===== src/hw/afe_consts.svh =====
// Purpose: Constants for the converter front-end configuration block.
// Assumes: Registers are reached over the special function register port of the CPU core.
// Notes: Offsets are special function register addresses.
// Operation
// - An input selection value of all ones disconnects every external input and the common input and routes the converter to the temperature diodes.
// - While control bit 6 is set, the two burnout current sources on the selected pair are enabled.
// - Control bit 3 enables the input buffer when one and disables it when zero.
// - Control bits 2 to 0 select gains 1 to 128 in powers of two, with gain 1 by default.
// - An 8-bit offset trim register at address e6 gives a sign in its top bit and a seven-bit magnitude below it.
// - A byte write to control register zero replaces every bit of that register.
// - Input selection bits 7 to 4 pick the positive channel and bits 3 to 0 the negative one, resetting to 01.
// - The conversion interrupt is raised when a requested calibration completes.
`ifndef AFE_CONSTS_SVH
`define AFE_CONSTS_SVH
`define AFE_ADDR_INPUT_SEL 8'hd7
`define AFE_ADDR_CTRL_ZERO 8'hdc
`define AFE_ADDR_OFFSET_TRIM 8'he6
`define AFE_ADDR_CLK_DIV 8'hf6
`define AFE_RST_INPUT_SEL 8'h01
`define AFE_RST_CTRL_ZERO 8'h00
`define AFE_RST_OFFSET_TRIM 8'h00
`define AFE_RST_CLK_DIV 8'h00
`define AFE_TEMP_SEL 8'hff
`define AFE_BIT_BURNOUT 6
`define AFE_BIT_BUFFER 3
`define AFE_GAIN_HI 2
`define AFE_GAIN_LO 0
`define AFE_POS_HI 7
`define AFE_POS_LO 4
`define AFE_NEG_HI 3
`define AFE_NEG_LO 0
`define AFE_TRIM_SIGN 7
`define AFE_TRIM_MAG_HI 6
`define AFE_COM_CODE 4'h8
`define AFE_NUM_INPUTS 8
`define AFE_RDATA_IDLE 8'h00
`define AFE_GAIN_UNIT 8'h01
`define AFE_TRIM_MAG_LO 0
`endif


===== src/hw/afe_pkg.sv =====
// Purpose: Types for the converter front-end configuration block.
// Assumes: Used with afe_consts.svh.
// Notes: Calibration tracker states are one-hot.
`default_nettype none
package afe_pkg;
	typedef enum logic [1:0] {
		AFE_CAL_IDLE = 2'b01,
		AFE_CAL_BUSY = 2'b10
	} afe_cal_state_e;
	typedef logic [7:0] afe_byte_t;
endpackage
`default_nettype wire


===== src/hw/afe_channel_decode.sv =====
// Purpose: Turns a four-bit channel code into one-hot input switch enables.
// Assumes: Codes 0 to 7 are external inputs, 8 is the common input.
// Notes: Temperature routing overrides every switch.
`include "afe_consts.svh"
`default_nettype none
module afe_channel_decode (
	// Selection
	input wire logic [3:0] code,
	input wire logic temp_route,
	// Switch enables
	output logic [`AFE_NUM_INPUTS-1:0] ain_on,
	output logic com_on
);
	// One switch per external input, all opened for the temperature diodes.
	genvar i;
	generate
		for (i = 0; i < `AFE_NUM_INPUTS; i = i + 1) begin : g_sw
			assign ain_on[i] = !temp_route && (code == 4'(i));
		end
	endgenerate
	assign com_on = !temp_route && (code == `AFE_COM_CODE);
endmodule
`default_nettype wire


===== src/hw/afe_front_end_config.sv =====
// Purpose: Special function registers and analog control outputs of the converter front end.
// Assumes: Single-cycle register write and read strobes from the CPU core.
// Notes: Read data is registered and valid the cycle after the read strobe.
// Notes: Every analog control output is a plain decode of a register, so it changes one cycle after the write.
// Notes: A write and a read to the same register in one cycle return the old value, since the read
// multiplexer looks at the register before the write edge updates it.
// Notes: Unmapped addresses are ignored on write and read back as zero; the hit flag tells the core
// whether an address belongs to this block.
// Notes: The calibration tracker only follows the modulator's start and done pulses; the sequencing
// itself lives elsewhere.
// Notes: The conversion flag is sticky: a completion in the same cycle as a clear leaves it set, so a
// finished calibration is never lost to a late clear.
// Notes: Hardware does not stop a trim write during calibration; software watches the busy level
// and writes the trim only once calibration is over, or the calibration cancels the trim.
`include "afe_consts.svh"
`default_nettype none
module afe_front_end_config (
	// Clock and reset
	input wire logic ref_clk,
	input wire logic rst_n,
	// Special function register port
	input wire logic [7:0] sfr_addr,
	input wire logic sfr_wr,
	input wire logic [7:0] sfr_wdata,
	input wire logic sfr_rd,
	output logic [7:0] sfr_rdata,
	output logic sfr_hit,
	// Calibration handshake with the modulator
	input wire logic cal_start,
	input wire logic cal_done,
	input wire logic conv_ready_clr,
	output logic conversion_ready_flag,
	output logic cal_busy,
	// Analog controls
	output logic [`AFE_NUM_INPUTS-1:0] pos_ain_on,
	output logic pos_com_on,
	output logic [`AFE_NUM_INPUTS-1:0] neg_ain_on,
	output logic neg_com_on,
	output logic temp_diodes_on,
	output logic burnout_detect_enable,
	output logic buffer_enable,
	output logic [2:0] gain_select,
	output logic [7:0] pga_gain,
	output logic offset_sign,
	output logic [6:0] offset_mag,
	output logic [7:0] analog_clock_divider
);
	afe_pkg::afe_byte_t input_selection_reg;
	afe_pkg::afe_byte_t converter_control_zero_reg;
	afe_pkg::afe_byte_t offset_trim_reg;
	afe_pkg::afe_byte_t analog_clock_divider_reg;
	afe_pkg::afe_byte_t sfr_rdata_reg;
	afe_pkg::afe_byte_t sfr_rdata_next;
	afe_pkg::afe_cal_state_e cal_state_reg;
	afe_pkg::afe_cal_state_e cal_state_next;
	logic conv_ready_reg;
	logic conv_ready_next;

	// Register images gated by their select, merged into the read value below.
	wire [7:0] rd_input;
	wire [7:0] rd_ctrl;
	wire [7:0] rd_trim;
	wire [7:0] rd_div;

	// Tracker events that the current state accepts.
	wire cal_take_start;
	wire cal_take_done;

	// Address decode of the four registers.
	wire sel_input = (sfr_addr == `AFE_ADDR_INPUT_SEL);
	wire sel_ctrl = (sfr_addr == `AFE_ADDR_CTRL_ZERO);
	wire sel_trim = (sfr_addr == `AFE_ADDR_OFFSET_TRIM);
	wire sel_div = (sfr_addr == `AFE_ADDR_CLK_DIV);
	wire any_sel = sel_input | sel_ctrl | sel_trim | sel_div;
	assign sfr_hit = any_sel;

	// Register file; a write replaces the whole byte.
	always_ff @(posedge ref_clk or negedge rst_n) begin
		if (!rst_n) begin
			input_selection_reg <= `AFE_RST_INPUT_SEL;
			converter_control_zero_reg <= `AFE_RST_CTRL_ZERO;
			offset_trim_reg <= `AFE_RST_OFFSET_TRIM;
			analog_clock_divider_reg <= `AFE_RST_CLK_DIV;
		end else if (sfr_wr) begin
			if (sel_input) input_selection_reg <= sfr_wdata;
			if (sel_ctrl) converter_control_zero_reg <= sfr_wdata;
			if (sel_trim) offset_trim_reg <= sfr_wdata;
			if (sel_div) analog_clock_divider_reg <= sfr_wdata;
		end
	end

	// Each register drives the read value only while its address is selected.
	assign rd_input = sel_input ? input_selection_reg : `AFE_RDATA_IDLE;
	assign rd_ctrl = sel_ctrl ? converter_control_zero_reg : `AFE_RDATA_IDLE;
	assign rd_trim = sel_trim ? offset_trim_reg : `AFE_RDATA_IDLE;
	assign rd_div = sel_div ? analog_clock_divider_reg : `AFE_RDATA_IDLE;

	// Read multiplexer; the selects are exclusive, so unmapped addresses read as zero.
	assign sfr_rdata_next = rd_input | rd_ctrl | rd_trim | rd_div;

	// Registered read data.
	always_ff @(posedge ref_clk or negedge rst_n) begin
		if (!rst_n) begin
			sfr_rdata_reg <= `AFE_RDATA_IDLE;
		end else if (sfr_rd) begin
			sfr_rdata_reg <= sfr_rdata_next;
		end
	end
	assign sfr_rdata = sfr_rdata_reg;

	// Channel routing; all ones selects the temperature diodes.
	assign temp_diodes_on = (input_selection_reg == `AFE_TEMP_SEL);

	afe_channel_decode u_pos (
		.code(input_selection_reg[`AFE_POS_HI:`AFE_POS_LO]),
		.temp_route(temp_diodes_on),
		.ain_on(pos_ain_on),
		.com_on(pos_com_on)
	);

	afe_channel_decode u_neg (
		.code(input_selection_reg[`AFE_NEG_HI:`AFE_NEG_LO]),
		.temp_route(temp_diodes_on),
		.ain_on(neg_ain_on),
		.com_on(neg_com_on)
	);

	// Analog control fields of control register zero.
	assign burnout_detect_enable = converter_control_zero_reg[`AFE_BIT_BURNOUT];
	assign buffer_enable = converter_control_zero_reg[`AFE_BIT_BUFFER];
	assign gain_select = converter_control_zero_reg[`AFE_GAIN_HI:`AFE_GAIN_LO];
	assign pga_gain = `AFE_GAIN_UNIT << gain_select;

	// Offset trim split into sign and magnitude.
	assign offset_sign = offset_trim_reg[`AFE_TRIM_SIGN];
	assign offset_mag = offset_trim_reg[`AFE_TRIM_MAG_HI:`AFE_TRIM_MAG_LO];
	assign analog_clock_divider = analog_clock_divider_reg;

	// Start is taken only while idle and done only while busy; stray pulses are ignored.
	assign cal_take_start = (cal_state_reg == afe_pkg::AFE_CAL_IDLE) && cal_start;
	assign cal_take_done = (cal_state_reg == afe_pkg::AFE_CAL_BUSY) && cal_done;

	// Calibration tracker and conversion flag; a set beats a clear.
	always_comb begin
		cal_state_next = cal_state_reg;
		conv_ready_next = conv_ready_reg;
		if (conv_ready_clr) conv_ready_next = 1'b0;
		case (cal_state_reg)
			afe_pkg::AFE_CAL_IDLE: begin
				if (cal_take_start) cal_state_next = afe_pkg::AFE_CAL_BUSY;
			end
			afe_pkg::AFE_CAL_BUSY: begin
				if (cal_take_done) begin
					cal_state_next = afe_pkg::AFE_CAL_IDLE;
					conv_ready_next = 1'b1;
				end
			end
			default: cal_state_next = afe_pkg::AFE_CAL_IDLE;
		endcase
	end

	// State registers of the tracker.
	always_ff @(posedge ref_clk or negedge rst_n) begin
		if (!rst_n) begin
			cal_state_reg <= afe_pkg::AFE_CAL_IDLE;
			conv_ready_reg <= 1'b0;
		end else begin
			cal_state_reg <= cal_state_next;
			conv_ready_reg <= conv_ready_next;
		end
	end
	assign conversion_ready_flag = conv_ready_reg;
	assign cal_busy = (cal_state_reg == afe_pkg::AFE_CAL_BUSY);
endmodule
`default_nettype wire


===== config.mk =====
export PLATFORM = sky130hd
export DESIGN_NAME = afe_front_end_config
export DESIGN_NICKNAME = d
export VERILOG_FILES = /design/src/hw/afe_pkg.sv /design/src/hw/afe_channel_decode.sv /design/src/hw/afe_front_end_config.sv
export VERILOG_INCLUDE_DIRS = /design/src /design/src/hw
export SDC_FILE = /design/constraint.sdc
export NUM_CORES = 1
export LEC_CHECK = 0
export ABC_AREA = 1
export BUFFER_PORTS_ARGS = -buffer_cell sky130_fd_sc_hd__buf_2
export CORE_MARGIN = 2
export CORE_UTILIZATION = 30
export CTS_BUF_LIST = sky130_fd_sc_hd__clkbuf_4
export DETAILED_ROUTE_END_ITERATION = 7
export SKIP_CTS_REPAIR_TIMING = 1
export SYNTH_ARGS = -nofsm -noshare
export SYNTH_HDL_FRONTEND = slang
export SYNTH_SLANG_ARGS = --single-unit

===== constraint.sdc =====
create_clock -name ref_clk -period 3.1 [get_ports ref_clk]
set_clock_uncertainty 0.1 [all_clocks]
set_input_delay 0.62 -clock ref_clk [delete_from_list [all_inputs] [get_ports ref_clk]]
set_output_delay 0.62 -clock ref_clk [all_outputs]
set_load 0.05 [all_outputs]

==> results.md, run 1 <==
* Outcome: finished, final reports clean
* Int Power at ~0.00085 W
* Core area at ~7600 um2
* Drt first-iter violations at ~160
* Final setup violation count at 0
* Placer Congestion at between 0.8 and 0.9
* Post-synth EDFFs at 0
* Die Area at about 8400 um2
* Mean Syn Cell Area at 7.97 um2
* Clock Path Buffers at 2
* #FFs+latches synth at between 40 and 50
* DR WL met3 at ~350 um
* DIE HEIGHT at 91.8 um
* Critical Path Max Stage Delay at about 0.34 ns
* Mapped Area at between 2000 and 2500 um2
* Post-route ant nets at 0
* Static Leak at about 1.6 nW
* Clk slew on worst S/H paths at roughly 0.13 ns
* Port Buf Inserts at between 80 and 90
* Met2 WL at between 2 and 3 mm
* Total power at between 0.001 and 0.0015 W
* Final Instance Area at 2840 um2
* CP Launch Type: input pin
* Cell Area, Placed at between 2000 and 3000 um2
* Most used cell, CP: buf_2
* Synth async-reset ratio at 1.00
* Fill count at approximately 820
* Die Span X at 91.8 um
* Tmin final at 2.48 ns
* Drt pass-1 iters at 5
* Highest metal layer with signal wires: met4
* Layout cells sized above 1 at 0.298
* TritonCTS clock tree: done
* Worst slew pin tran at between 0.9 and 1 ns
* Placement row count at 32
* Synth Net Count at between 300 and 400
* Clock root buffer: clkbuf_4
* Final-stage net count at between 300 and 400
* Antenna violations before repair at 0
* CP Class: input pin to output pin
* Cts bufs inserted at 5
* Endpoint type of the worst setup path: output pin
* Seq/Total Area, Yosys at 0.466
* CP Data Arrival Time at 1.76 ns
* Antenna diodes at 0
* MaxCap Viol Count at 0
* Sequential power share at 0.479
* Slowest CP cell: nor2_4
* Top FF cell, synth: dfrtp_1
* Slew Limit Fails at 0
* Met1 wire length at 3.20 mm
* Synth cell types at 20
* DP Wirelength at about 5 mm
* Ys Warns at 0
* Final Hold Fails at 0
* Most frequent cells after synthesis: nand2_1 (65), dfrtp_1 (41), nor2_1 (33)
* Area Overhead vs Synth at 23.0%
* Average wire per standard cell at 13.8 um
* DR vias at between 2,000 and 2,500
* Yosys top cell by area: dfrtp_1
* Global route total overflow at 0
* RSZ-0062 raised after global routing: false
* Total Wirelength at 6.49 mm
* Vias in the first global route at slightly below 2,000
* First-pass GRT wire length at between 10 and 15 mm
* Hold Path Class: input pin to asynchronous set/reset pin
* Switching Power at 0.000499 W
* Switching part of the total at 0.370
* Pwr/cell area at 474 nW/um2
* Count leader, synth: nand2_1
* Clock power frac at 0.271
* Top Ports at 82
* Critical-path cell list: buf_2, inv_1, nand2_2, nor2_4, nand2_4, nand4_1, buf_2
* Gate power share at 0.251
* Crit-path max FO at 13
* Fmax at just over 400 MHz
* Period Utilization, post-route at 0.800
* Top post-synthesis cells by area: dfrtp_1 (44%), nand2_1 (11%), nand3_1 (6.9%), o21ai_0 (6.5%), nor2_1 (5.4%)
* CP required at around 2.4 ns
* FF-to-FF setup slack at between 1.5 and 2 ns
* Starting Density at 0.304
* Max IR drop VDD at 0.207 mV
* Mapped Cells at 290
* Slew HR at 0.358
* Clock Sink Count at 43
* Synth top area share at 0.444
* Htree depth at 2
* Later-pin clock latency in the skew report at roughly 0.36 ns
* GRT Total Usage at 0.156
* Drt drc at 0
* Drt via density at 4.60
* Setup TNS at 0 ns
* Largest net degree at the start of global routing at 44
critical path: cells and delay by family:
| kind | cells | cell delay, ns |
|---|---|---|
| buffers and inverters | 3 | 0.43 |
| AND/OR/NAND/NOR | 4 | 0.70 |
layout make-up:
class,instances,area (um2),area share
Sequential cell,43,1080,0.379
Inverter,28,105,0.0370
Clock buffer,5,37.5,0.0132
Tap cell,102,128,0.0449
Clock inverter,3,43.8,0.0154
Multi-Input combinational cell,209,1050,0.368
Timing Repair Buffer,81,405,0.143
layout by cell type, fill, tap and decap left out, types with 8 or more instances in the layout:
cell type  Yosys  final
buf_2          0     81
nand3_1       32     32
nand2_1       65     65
nor2_1        33     33
nor3_1        19     19
o21ai_0       30     30
dfrtp_1       41     41
nor2_4         8      8
inv_1         27     27
o21ai_1       10     10
logic make-up after synthesis:
| logic type | count (synthesis) | synth area share |
|---|---|---|
| and+or+nand+nor | 167 | 0.358 |
| buffers and inverters | 38 | 0.0812 |
| DFF | 43 | 0.466 |
| AOI/OAI and AO/OA | 42 | 0.0942 |
per-stage QoR:
stage / setup WS [ns] / utilization / instances / hold slack [ns]
finish: 0.621 / 0.374 / 471 / 0.288
CTS: 0.608 / 0.374 / 471 / 0.297
detailed placement: 0.610 / 0.363 / 463 / 0.391
global placement: 0.654 / 0.363 / 463 / 0.379
floorplan: 0.659 / - / 290 / 0.224
global route: 0.552 / 0.374 / 471 / 0.315
power groups by stage:
| stage | combinational, W | sequential [W] | clock, W |
|---|---|---|---|
| floorplan | 0.000168 | 0.000727 | 0 |
| CTS | 0.000342 | 0.000646 | 0.000377 |
| finish | 0.000338 | 0.000645 | 0.000365 |
| global route | 0.000365 | 0.000651 | 0.000400 |
| global placement | 0.000340 | 0.000656 | 0 |
| detailed placement | 0.000341 | 0.000657 | 0 |
worst paths after layout:
check,end,cells past startpoint,startpoint
max,sfr_hit,7,sfr_addr[3]
min,sfr_rdata[5]$_DFFE_PN0P_,1,rst_n
max reg2reg,sfr_rdata[0]$_DFFE_PN0P_,4,converter_control_zero_reg[0]$_DFFE_PN0P_
min reg2reg,sfr_rdata[6]$_DFFE_PN0P_,2,sfr_rdata[6]$_DFFE_PN0P_
max in group asynchronous,analog_clock_divider[2]$_DFFE_PN0P_,1,rst_n
min in group ref_clk,conversion_ready_flag$_DFF_PN0_,2,conv_ready_clr
layer usage:
metal | vias to the layer above | GRT usage
met5 | - | 0
met1 | 990 | 0.239
li1 | 1101 | -
met3 | 4 | 0.0222
met4 | 0 | 0.0410
met2 | 73 | 0.230
Power figures use the tool's default switching activity.
==> inputs of run 2 (changes only) <==
- ABC_AREA: 1 -> 0
- clock period: 3.1 -> 2.05 ns (I/O delays scaled with it)
==> run 2 against run 1 <==
Synthesized area fell by 3.2%; combinational power is 21% higher; total power rose by 40%; critical path depth is 4 lower; final area increased by 7.3%; critical path type is now register to output pin.
==> results.md, run 2 <==
* Outcome: finished, final reports clean
* #FFs+latches synth at 43 (unchanged)
* Cts bufs inserted at 5 (unchanged)
* Core area at 7250 um2 (-4.7%)
* Total Wirelength at 6.11 mm (-5.9%)
* CP Class: register to output pin
* Fmax at 508 MHz
* Hold Path Class: input pin to register
* Average wire per standard cell at 16.1 um (+17%)
* Sequential power share at 0.502 (+0.023)
* Synth Net Count at 209 (-33%)
* Multi-input logic area at 1160 um2 (+11%)
* Util after Layout at 0.421 (+0.0471)
* CP required at 1.54 ns (-0.84 ns)
* CP Data Arrival Time at 1.46 ns (-0.30 ns)
* Drt via density at 4.81 (+4.5%)
* First-pass GRT wire length at 9.89 mm (-5.2%)
* Fill count at 738 (-9.4%)
* Top FF cell, synth: dfrtp_1
* Area Overhead vs Synth at 36.4%
* Worst slew pin tran at 0.392 ns (-0.571 ns)
* Synth cell types at 32 (+60%)
* Gate power share at 0.217 (-0.034)
* Clock Path Buffers at 2 (unchanged)
* Static Leak at 1.60 nW (+0.85%)
* Total power at 0.00189 W (+40%)
* Global route total overflow at 0 (unchanged)
* Mapped Cells at 186 (-36%)
* Switching part of the total at 0.322 (-0.0478)
* MaxCap Viol Count at 0 (unchanged)
* Endpoint type of the worst setup path: output pin
* Starting Density at 0.309 (+0.00466)
* CP Launch Type: register
* Most frequent cells in the layout: buf_2 (72), dfrtp_1 (34), buf_4 (26)
* Clock Sink Count at 43 (unchanged)
* Post-synth EDFFs at 0 (unchanged)
* Synth async-reset ratio at 1.00 (unchanged)
* Int Power at 0.00128 W (+51%)
* DIE HEIGHT at 90.4 um (-1.5%)
* Setup TNS at 0 ns (unchanged)
* Vias in the first global route at 1,792 (-8.4%)
* Register Area at 1090 um2 (+0.81%)
* Final Hold Fails at 0 (unchanged)
* Switching Power at 0.000608 W (+22%)
* Drt pass-1 iters at 4 (-1)
* Tmin final at roughly 2.0 ns
* Count leader, synth: dfrtp_1
* DR vias at 1,827 (-16%)
* Drt drc at 0 (unchanged)
* Max IR drop VDD at 0.286 mV (+38%)
* Drt first-iter violations at 93 (-41%)
* Top Ports at 82 (unchanged)
* Antenna violations before repair at 0 (unchanged)
* Mean Syn Cell Area at 12.0 um2 (+51%)
* Clock root buffer: clkbuf_4
* Largest net degree at the start of global routing at 18 (-59%)
* Seq/Total Area, Yosys at 0.482 (+0.0154)
* Pwr/cell area at 618 nW/um2 (+30%)
* Layout cells sized above 1 at 0.619 (+0.321)
* Hold depth at 2
* Slew Limit Fails at 0 (unchanged)
* Crit-path max FO at 9 (-4)
* Die Area at 8170 um2 (-3.0%)
* Yosys top cell by area: dfrtp_1
* Synth top area share at 0.458 (+0.0146)
* Mapped Area at 2240 um2 (-3.2%)
* Slew HR at 0.738 (+0.380)
* Clk slew on worst S/H paths at 0.13 ns (about the same)
* Placement row count at 31 (-3.1%)
* Ys Warns at 0 (unchanged)
* Period Utilization, post-route at 0.961
* Post-route ant nets at 0 (unchanged)
* Die Span X at 90.4 um (-1.5%)
* Later-pin clock latency in the skew report at 0.35 ns (about the same)
* Antenna diodes at 0 (unchanged)
* Port Buf Inserts at 81 (unchanged)
* TritonCTS clock tree: done
* Clock power frac at 0.281 (+0.010)
* GRT Total Usage at 0.152 (-0.00369)
* Reg2reg path depth at 3 (-1)
* Placer Congestion at 0.743 (-14%)
* Most frequent cells after synthesis: dfrtp_1 (41), mux2_2 (24), nand2b_1 (16)
* Commonest non-fill, non-tap cell in the layout: buf_2
* DP Wirelength at 4.43 mm (-12%)
* Final setup violation count at 0 (unchanged)
* Final-stage net count at 303 (-23%)
* Top post-synthesis cells by area: dfrtp_1 (46%), mux2_2 (12%), mux2_4 (5.4%), nand2b_1 (4.5%), mux2i_1 (3.6%)
* Htree depth at 2 (unchanged)
-- run 2: cell types whose count changed in the layout (fill, tap and decap cells not counted), sizes merged, moves of 9 or more --
cell	previous run	this run
inv	28	4
nand2	71	9
nand3	32	0
nor3	19	10
mux2	0	32
o21ai	42	1
nor2	43	7
buf	81	99
nand2b	0	16
-- run 2: per-layer routing --
metal	track usage	up-vias	routed length (um)
met2	0.256	54	3030
met4	0.0269	0	18
met3	0.0342	3	283
li1	-	860	-
met1	0.205	910	2770
met5	0	-	0
-- run 2: area by class of cell --
class	instances	share of cell area
Clock buffer	5	0.0123
Clock inverter	3	0.0127
Inverter	4	0.00492
Multi-Input combinational cell	124	0.380
Sequential cell	43	0.356
Tap cell	99	0.0406
Timing Repair Buffer	102	0.194
-- run 2: through the flow --
stage	worst slack (ns)	instances	hold WS, ns	cell area [um2]
6_report	0.0799	380	0.112	3050
5_1_grt	-0.0112	380	0.0880	3050
4_1_cts	-0.139	371	-0.131	2950
3_5_place_dp	0.0689	363	0.263	2870
3_3_place_gp	0.0798	363	0.261	2870
2_1_floorplan	-0.352	186	0.0144	2330
-- run 2: path summary, 6_finish.rpt --
kind / endpoint / slack [ns] / from
min in group asynchronous: sfr_rdata[0]$_DFFE_PN0P_ / 0.39 / rst_n
max reg2reg: sfr_rdata[7]$_DFFE_PN0P_ / 0.89 / input_selection_reg[7]$_DFFE_PN0P_
max in group asynchronous: cal_state_reg[0]$_DFFE_PN1P_ / 0.84 / rst_n
min: conversion_ready_flag$_DFF_PN0_ / 0.11 / conv_ready_clr
min reg2reg: cal_state_reg[1]$_DFFE_PN0P_ / 0.39 / cal_state_reg[1]$_DFFE_PN0P_
max: neg_ain_on[2] / 0.08 / input_selection_reg[3]$_DFFE_PN0P_
-- run 2: power groups by stage --
| stage | clock network [W] | logic, W | registers [W] |
|---|---|---|---|
| final | 0.000531 | 0.000410 | 0.000947 |
| after CTS | 0.000544 | 0.000397 | 0.000949 |
| after global placement | 0 | 0.000394 | 0.000963 |
| after global routing | 0.000590 | 0.000434 | 0.000958 |
| after detailed placement | 0 | 0.000396 | 0.000965 |
| after floorplan | 0 | 0.000223 | 0.00101 |
-- run 2: cell families (layout without fill, tap and decap cells) --
group / count (synthesis) / count (layout) / share of synthesized area
AO/OA/AOI/OAI: 20 / 20 / 0.0699
AND/OR/NAND/NOR: 64 / 64 / 0.196
flip-flops: 43 / 43 / 0.482
multiplexers: 40 / 40 / 0.210
buffers and inverters: 19 / 114 / 0.0419
-- run 2: worst max-delay path: stages, from the launching register on --
cell     delay, ns
dfrtp_2       0.51
buf_4         0.16
nor3_2        0.16
buf_2         0.28
